===== src/shared/scanner_interp_regs.svh =====
// register offsets, field positions, reset values and timing counts
// included by the interpolator and its bench
`ifndef SCANNER_INTERP_REGS_SVH
`define SCANNER_INTERP_REGS_SVH
`define SI_NUM_AXES 3
`define SI_ADDR_W 6
`define SI_CTRL_OFS 6'h00
`define SI_CMD_OFS 6'h04
`define SI_COMP_OFS 6'h10
`define SI_READ_OFS 6'h1c
`define SI_CLKSEL_BIT 17
`define SI_SYNC_BIT 16
`define SI_CODE_HI 15
`define SI_CODE_LO 13
`define SI_EDGE_BIT 12
`define SI_CODE_POS 3'h1
`define SI_CODE_RESUME 3'h4
`define SI_CODE_CMD 3'h7
`define SI_CTRL_RST 32'h0000_0000
`define SI_FRAME_NS 10000
`define SI_CLK_NS 50
`define SI_FRAME_CYC (`SI_FRAME_NS / `SI_CLK_NS)
`define SI_EXT_FRAC 8
`define SI_POS_MAX 25'sh07f_ffff
`define SI_POS_MIN 25'sh180_0000
`endif

===== src/shared/scanner_interp_pkg.sv =====
// types shared by the interpolator and its bench
// assumes nothing of its surroundings
package scanner_interp_pkg;
    typedef enum {TX_POSITION, TX_COMMAND} tx_mode_t;
    typedef logic signed [23:0] pos24_t;
    typedef logic signed [31:0] acc_t;
endpackage : scanner_interp_pkg


===== src/logic/scanner_position_interpolator.sv =====
// scanner position interpolator: 3 axis command/compensation, 10 us frames
// assumes synchronous clock pins and a single-cycle register port
`include "scanner_interp_regs.svh"
module scanner_position_interpolator (
    input wire logic clk_sys_i, // 20 MHz
    input wire logic rst_i, // async, high
    input wire logic [5:0] reg_addr_i, // byte address
    input wire logic [31:0] reg_wdata_i, // write data
    input wire logic reg_wr_i, // write strobe
    input wire logic reg_rd_i, // read strobe
    output logic [31:0] reg_rdata_o, // read data, next cycle
    input wire logic servo_clk_i, // servo clock level
    input wire logic phase_clk_i, // phase clock level
    output logic [39:0] planar_axes_tx_o, // {y, x}
    output logic [19:0] height_axis_tx_o, // z
    output logic tx_frame_o, // frame pulse
    output logic tx_is_cmd_o, // frame is a command
    input wire logic [39:0] planar_axes_rx_i, // {y, x}
    input wire logic [19:0] height_axis_rx_i, // z
    input wire logic rx_valid_i // returned data strobe
);
    import scanner_interp_pkg::*;
    localparam int NAX = `SI_NUM_AXES;
    localparam int FRAME_GAP = `SI_FRAME_CYC;
    localparam logic [7:0] FRAME_LAST = 8'(`SI_FRAME_CYC - 1);

    logic [31:0] ctrl_ff, nxt_ctrl, rdata_ff, nxt_rdata;
    logic [31:0] cmd_ff [NAX];
    logic [31:0] nxt_cmd [NAX];
    logic [31:0] comp_ff [NAX];
    logic [31:0] nxt_comp [NAX];
    logic [19:0] rd_ff [NAX];
    logic [19:0] nxt_rd [NAX];
    logic [19:0] rx_in [NAX];

    assign rx_in[0] = planar_axes_rx_i[19:0];
    assign rx_in[1] = planar_axes_rx_i[39:20];
    assign rx_in[2] = height_axis_rx_i;

    // register port; read data stands only in the cycle after the strobe
    always_comb begin
        nxt_ctrl = ctrl_ff;
        nxt_rdata = 32'h0;
        for (int k = 0; k < NAX; k++) begin
            nxt_cmd[k] = cmd_ff[k];
            nxt_comp[k] = comp_ff[k];
            nxt_rd[k] = rx_valid_i ? rx_in[k] : rd_ff[k];
        end
        if (reg_wr_i) begin
            if (reg_addr_i == `SI_CTRL_OFS) begin
                nxt_ctrl = reg_wdata_i;
            end
            for (int k = 0; k < NAX; k++) begin
                if (reg_addr_i == 6'(`SI_CMD_OFS + 4 * k)) begin
                    nxt_cmd[k] = reg_wdata_i;
                end
                if (reg_addr_i == 6'(`SI_COMP_OFS + 4 * k)) begin
                    nxt_comp[k] = reg_wdata_i;
                end
            end
        end
        if (reg_rd_i) begin
            if (reg_addr_i == `SI_CTRL_OFS) begin
                nxt_rdata = ctrl_ff;
            end
            for (int k = 0; k < NAX; k++) begin
                if (reg_addr_i == 6'(`SI_CMD_OFS + 4 * k)) begin
                    nxt_rdata = cmd_ff[k];
                end
                if (reg_addr_i == 6'(`SI_COMP_OFS + 4 * k)) begin
                    nxt_rdata = comp_ff[k];
                end
                if (reg_addr_i == 6'(`SI_READ_OFS + 4 * k)) begin
                    nxt_rdata = {12'h0, rd_ff[k]};
                end
            end
        end
    end

    always_ff @(posedge clk_sys_i or posedge rst_i) begin
        if (rst_i) begin
            ctrl_ff <= `SI_CTRL_RST;
            rdata_ff <= 32'h0;
            for (int k = 0; k < NAX; k++) begin
                cmd_ff[k] <= 32'h0;
                comp_ff[k] <= 32'h0;
                rd_ff[k] <= 20'h0;
            end
        end else begin
            ctrl_ff <= nxt_ctrl;
            rdata_ff <= nxt_rdata;
            cmd_ff <= nxt_cmd;
            comp_ff <= nxt_comp;
            rd_ff <= nxt_rd;
        end
    end
    assign reg_rdata_o = rdata_ff;

    logic sel_clk, sel_prev_ff, evt, tick, sync_mode;
    logic [2:0] code;
    logic [7:0] fcnt_ff, nxt_fcnt, nseen_ff, nxt_nseen, nper;
    tx_mode_t mode_ff, nxt_mode;

    assign code = ctrl_ff[`SI_CODE_HI:`SI_CODE_LO];
    assign sync_mode = ctrl_ff[`SI_SYNC_BIT];
    assign sel_clk = ctrl_ff[`SI_CLKSEL_BIT] ? phase_clk_i : servo_clk_i;
    assign evt = ctrl_ff[`SI_EDGE_BIT] ? (sel_clk & ~sel_prev_ff) : (~sel_clk & sel_prev_ff);
    assign tick = (fcnt_ff == FRAME_LAST);
    assign nper = (nseen_ff == 8'h0) ? 8'h1 : nseen_ff;

    // sync mode realigns the frame grid to each edge; async runs it free
    always_comb begin
        nxt_fcnt = fcnt_ff + 8'h1;
        if (tick || (evt && sync_mode)) begin
            nxt_fcnt = 8'h0;
        end
        nxt_nseen = nseen_ff;
        if (evt) begin
            nxt_nseen = 8'h0;
        end else if (tick && nseen_ff != 8'hff) begin
            nxt_nseen = nseen_ff + 8'h1;
        end
        case (code)
            `SI_CODE_POS, `SI_CODE_RESUME: nxt_mode = TX_POSITION;
            `SI_CODE_CMD: nxt_mode = TX_COMMAND;
            default: nxt_mode = mode_ff;
        endcase
    end

    always_ff @(posedge clk_sys_i or posedge rst_i) begin
        if (rst_i) begin
            sel_prev_ff <= 1'b0;
            fcnt_ff <= 8'h0;
            nseen_ff <= 8'h0;
            mode_ff <= TX_POSITION;
        end else begin
            sel_prev_ff <= sel_clk;
            fcnt_ff <= nxt_fcnt;
            nseen_ff <= nxt_nseen;
            mode_ff <= nxt_mode;
        end
    end

    pos24_t cap_ff [NAX];
    pos24_t nxt_cap [NAX];
    acc_t acc_ff [NAX];
    acc_t nxt_acc [NAX];
    acc_t step_ff [NAX];
    acc_t nxt_step [NAX];
    logic [19:0] tx_ff [NAX];
    logic [19:0] nxt_tx [NAX];
    logic signed [24:0] sum [NAX];
    logic frame_ff, is_cmd_ff;

    // accumulator is 24.8: extra fraction keeps small steps from vanishing
    always_comb begin
        pos24_t newv;
        logic signed [32:0] diff, nx, tgt;
        pos24_t sat;
        newv = '0;
        diff = '0;
        nx = '0;
        tgt = '0;
        sat = '0;
        for (int k = 0; k < NAX; k++) begin
            nxt_cap[k] = cap_ff[k];
            nxt_acc[k] = acc_ff[k];
            nxt_step[k] = step_ff[k];
            nxt_tx[k] = tx_ff[k];
            tgt = 33'($signed({cap_ff[k], 8'h0}));
            if (evt) begin
                newv = (code == `SI_CODE_POS) ? pos24_t'(cmd_ff[k][31:8]) : cap_ff[k];
                // widen first: a full-range jump does not fit in 24 bits
                diff = (33'(newv) - 33'(cap_ff[k])) <<< `SI_EXT_FRAC;
                nxt_step[k] = acc_t'(diff / $signed({25'h0, nper}));
                nxt_acc[k] = acc_t'({cap_ff[k], 8'h0});
                nxt_cap[k] = newv;
            end else if (tick) begin
                nx = 33'(acc_ff[k]) + 33'(step_ff[k]);
                // stop at the target; async periods may not divide evenly
                if ((step_ff[k] > 0 && nx > tgt) || (step_ff[k] < 0 && nx < tgt)) begin
                    nx = tgt;
                end
                nxt_acc[k] = acc_t'(nx);
            end
            sum[k] = 25'($signed(acc_ff[k][31:8])) + 25'($signed(comp_ff[k][31:8]));
            if (sum[k] > `SI_POS_MAX) begin
                sat = 24'h7f_ffff;
            end else if (sum[k] < `SI_POS_MIN) begin
                sat = 24'h80_0000;
            end else begin
                sat = sum[k][23:0];
            end
            if (tick) begin
                nxt_tx[k] = (mode_ff == TX_COMMAND) ? cmd_ff[k][31:12] : sat[23:4];
            end
        end
    end

    always_ff @(posedge clk_sys_i or posedge rst_i) begin
        if (rst_i) begin
            frame_ff <= 1'b0;
            is_cmd_ff <= 1'b0;
            for (int k = 0; k < NAX; k++) begin
                cap_ff[k] <= '0;
                acc_ff[k] <= '0;
                step_ff[k] <= '0;
                tx_ff[k] <= 20'h0;
            end
        end else begin
            frame_ff <= tick;
            if (tick) begin
                is_cmd_ff <= (mode_ff == TX_COMMAND);
            end
            cap_ff <= nxt_cap;
            acc_ff <= nxt_acc;
            step_ff <= nxt_step;
            tx_ff <= nxt_tx;
        end
    end

    assign planar_axes_tx_o = {tx_ff[1], tx_ff[0]};
    assign height_axis_tx_o = tx_ff[2];
    assign tx_frame_o = frame_ff;
    assign tx_is_cmd_o = is_cmd_ff;

    AST_FRAME_PERIOD: assert property (@(posedge clk_sys_i) disable iff (rst_i || sync_mode)
        tx_frame_o |-> ##FRAME_GAP tx_frame_o) else $error("frame period wrong");
    AST_FRAME_GAP: assert property (@(posedge clk_sys_i) disable iff (rst_i)
        tx_frame_o |=> !tx_frame_o [*8]) else $error("frames too close");
    AST_RISE_SERVO: assert property (@(posedge clk_sys_i) disable iff (rst_i)
        ($rose(servo_clk_i) && $stable(ctrl_ff) && !ctrl_ff[`SI_CLKSEL_BIT] && ctrl_ff[`SI_EDGE_BIT]) |-> evt)
        else $error("servo rise missed");
    AST_FALL_PHASE: assert property (@(posedge clk_sys_i) disable iff (rst_i)
        ($fell(phase_clk_i) && $stable(ctrl_ff) && ctrl_ff[`SI_CLKSEL_BIT] && !ctrl_ff[`SI_EDGE_BIT]) |-> evt)
        else $error("phase fall missed");
    AST_LATCH: assert property (@(posedge clk_sys_i) disable iff (rst_i)
        (evt && code == `SI_CODE_POS) |=> cap_ff[0] == $past(cmd_ff[0][31:8])) else $error("no latch");
    AST_SEND_NEXT: assert property (@(posedge clk_sys_i) disable iff (rst_i)
        evt |=> acc_ff[0][31:8] == $past(cap_ff[0])) else $error("start not previous capture");
    AST_SATURATE: assert property (@(posedge clk_sys_i) disable iff (rst_i)
        (tick && mode_ff == TX_POSITION && sum[1] > `SI_POS_MAX) |=> planar_axes_tx_o[39:20] == 20'h7ffff)
        else $error("no saturation");
    AST_CMD_TX: assert property (@(posedge clk_sys_i) disable iff (rst_i)
        (tick && mode_ff == TX_COMMAND) |=> tx_is_cmd_o && height_axis_tx_o == $past(cmd_ff[2][31:12]))
        else $error("command frame wrong");
    AST_MODE_HOLD: assert property (@(posedge clk_sys_i) disable iff (rst_i)
        (code != `SI_CODE_POS && code != `SI_CODE_RESUME && code != `SI_CODE_CMD) |=> $stable(mode_ff))
        else $error("mode changed");
    AST_READ_BACK: assert property (@(posedge clk_sys_i) disable iff (rst_i)
        (rx_valid_i ##1 (reg_rd_i && reg_addr_i == `SI_READ_OFS && !rx_valid_i))
        |=> reg_rdata_o == {12'h0, $past(planar_axes_rx_i[19:0], 2)}) else $error("read data lost");
endmodule : scanner_position_interpolator


===== config.mk =====
export PLATFORM = sky130hd
export DESIGN_NAME = scanner_position_interpolator
export DESIGN_NICKNAME = d
export VERILOG_FILES = /design/src/shared/scanner_interp_pkg.sv /design/src/logic/scanner_position_interpolator.sv
export VERILOG_INCLUDE_DIRS = /design/src /design/src/shared
export SDC_FILE = /design/constraint.sdc
export NUM_CORES = 2
export LEC_CHECK = 0
export BUFFER_PORTS_ARGS = -buffer_cell sky130_fd_sc_hd__clkbuf_2
export CAP_MARGIN = 0
export CELL_PAD_IN_SITES_DETAIL_PLACEMENT = 0
export CELL_PAD_IN_SITES_GLOBAL_PLACEMENT = 1
export CORE_ASPECT_RATIO = 1.5
export CORE_UTILIZATION = 35
export CTS_CLUSTER_DIAMETER = 50
export DETAILED_ROUTE_END_ITERATION = 10
export PLACE_DENSITY_LB_ADDON = 0.1
export SLEW_MARGIN = 20
export SYNTH_ARGS = -nofsm -noshare
export SYNTH_HDL_FRONTEND = slang
export SYNTH_SLANG_ARGS = --single-unit

===== constraint.sdc =====
create_clock -name clk_sys_i -period 285.6 [get_ports clk_sys_i]
set_clock_uncertainty 0.15 [all_clocks]
set_input_delay 28.56 -clock clk_sys_i [delete_from_list [all_inputs] [get_ports clk_sys_i]]
set_output_delay 28.56 -clock clk_sys_i [all_outputs]
set_load 0.01 [all_outputs]

==> impl_metrics.toml <==
[timing]
fin_crit_ns = 114.81
final-setup-viol-count = 0
grt_setup_unrepaired = "false"
max_slew.worst_pin.slew_ns = 1.15
slew_viol_final = 0
finalCritPeriodShare_pct = 40.2
setup_tns_ns = 0
hold_violations = 0
fmax_mhz = 8.71
slew-limit-headroom_pct = 22.1

[synth]
yosysMostFrequentCell = "nor2_1"
yosys_warnings = 0
ys_top_cells_by_count = "nor2_1 (1,275), nand2_1 (1,273), a21oi_1 (1,023)"
synth.distinct_cells = 176
async_flop_share_pct = 100
yosys.area.top_type_share_pct = 15.0
yosysTopAreaCell = "dfrtp_1"
synthFlopType = "dfrtp_1"
synth_fp_nets = 15586
synth_edf_count = 0
synth-seq-cells = 660
syn_inst = 14450
syn_avg_cell_area_sq_um = 7.60
synth_area_sq_um = 110000
synth_seq_area_share_pct = 15.0
ys_top_cells_by_area = "dfrtp_1 (15%), ha_1 (12%), xnor2_1 (5.1%)"

[routing]
drt.antenna.violating_nets = 0
wl_um = 470000
drt_iter0_markers = 7668
viasPerCell = 6.10
via_count = 114008
first_pass_iters = 6
drc = 0
wl_per_cell_um = 25.1

[cts]
cts_resized = 0
numCtsBuffers = 96
clock_sinks = 660
cts-root-buf = "clkbuf_16"
hold_buffers = 0
clk_pin_slew_ns = 0.06
cts_setup_buffers = 0
clock_insertion_delay_worst_skew_ns = 0.72
clk_path_buf_depth = 3
htree_levels = 3
cts_tree = "yes"

[global_routing]
first_global_vias = 112927
grt_max_degree = 157
grt_antenna_before_repair = 17
grt_use_total_pct = 28.6
grt-ovfl-total = 0
grt_pass1_wl_um = 704000

[hold_path]
hp-class = "flip-flop to flip-flop"

[cells_and_area]
nets = 15560
drive_gt1_share_pct = 10.8
syn_to_final_growth_pct = 8.16

[setup_path]
worstSetupPathType = "flip-flop to flip-flop"
arrival_ns = 115.19
critical-path-max-stage-delay_ns = 1.01
start_kind = "flip-flop"
required_ns = 285.98
critPathCaptureType = "flip-flop"
worstPathMaxFanout = 141
slowest_stage = "a2111oi_2"
path_common_cell = "o21a_1"

[floorplan]
io-pin-count = 199
die_w_um = 459
coreArea_sq_um = 312000
die-area_sq_um = 316000
rows = 251
start_util_pct = 35.2
die_y_um = 688

[placement]
place.port_buffers = 198
place_hpwl_um = 386000
gp_congestion = 0.944

[outcome]
status = "completed"

[run]
drv_cap = 0
metrics by stage:
step | utilization, % | instances | hold slack, ns | setup WS [ns] | cell area, sq um
floorplan | - | 14450 | 0.283 | 188.65 | 110000
global placement | 37.0 | 18499 | 0.309 | 171.08 | 115000
detailed placement | 37.0 | 18500 | 0.312 | 171.20 | 115000
CTS | 38.1 | 18676 | 0.320 | 170.88 | 119000
global route | 38.1 | 18678 | 0.342 | 161.21 | 119000
finish | 38.1 | 18684 | 0.321 | 170.79 | 119000
logic make-up after synthesis:
group | Yosys count | share of synthesized area [%]
AOI/OAI and AO/OA | 4732 | 29.5
xor gates and xnor gates | 900 | 7.21
adders and majority gates | 1090 | 12.4
buffers and inverters | 1001 | 3.80
DFF | 660 | 15.0
muxes | 704 | 7.00
and+or+nand+nor | 5363 | 25.1
flip-flops by register name, indices dropped and copies added, names as in the netlist, 32 cells and up:
name              cells
acc_ff               96
step_ff              96
cap_ff               72
rd_ff                60
comp_ff              96
planar_axes_tx_o     40
cmd_ff               96
reg_rdata_o          32
ctrl_ff              32
layout make-up:
| type | instances | area (sq um) |
|---|---|---|
| clock buffers | 124 | 2670 |
| well taps | 4174 | 5220 |
| inverters | 478 | 1830 |
| diodes | 8 | 20.0 |
| clock inverters | 52 | 607 |
| repair buffers | 399 | 2560 |
| fillers | 32672 | 193000 |
| multi-input cells | 12789 | 89400 |
| flip-flops and latches | 660 | 16500 |
routing by layer:
metal  share of wire, %  global-route usage, %  routed length, um
met1                 40                   32.8             190000
met2                 51                   53.5             241000
met5              0.015                      0                 69
met3                3.4                   2.11              15900
met4                4.9                   12.7              22900
layout by cell type, fill, tap and decap left out, types with 251 or more instances in the layout:
cell / n
mux2_2: 481
nor3_1: 638
ha_1: 1019
xnor2_1: 644
o21a_1: 476
nand2_1: 1273
a21o_1: 298
nand3_1: 336
xor2_1: 251
nor2_1: 1266
a21oi_1: 1022
inv_1: 469
o21ai_0: 821
dfrtp_1: 659
o31ai_1: 253
worst max-delay path: cells and delay by family (launching register included):
family | cells | cell delay [ns]
buffers and inverters | 27 | 3.69
adders and majority gates | 36 | 11.10
DFF | 1 | 0.42
xor gates and xnor gates | 2 | 0.42
muxes | 8 | 3.01
and+or+nand+nor | 138 | 39.51
AOI/OAI and AO/OA | 229 | 56.08
path summary, 6_finish.rpt:
path | from | endpoint | slack (ns) | cells after the start
setup / recovery | ctrl_ff[14] | step_ff[30] | 170.79 | 440
hold / removal | fcnt_ff[0] | fcnt_ff[0] | 0.32 | 1
hold reg to reg | fcnt_ff[0] | fcnt_ff[0] | 0.32 | 1
max in group asynchronous | rst_i | acc_ff[0] | 254.59 | 5
min in group asynchronous | rst_i | planar_axes_tx_o[32] | 27.77 | 2
setup reg to reg | ctrl_ff[14] | step_ff[30] | 170.79 | 440
Power is not shown: default switching activity piles up to over one toggle a cycle in this logic, so the estimate is an artifact.
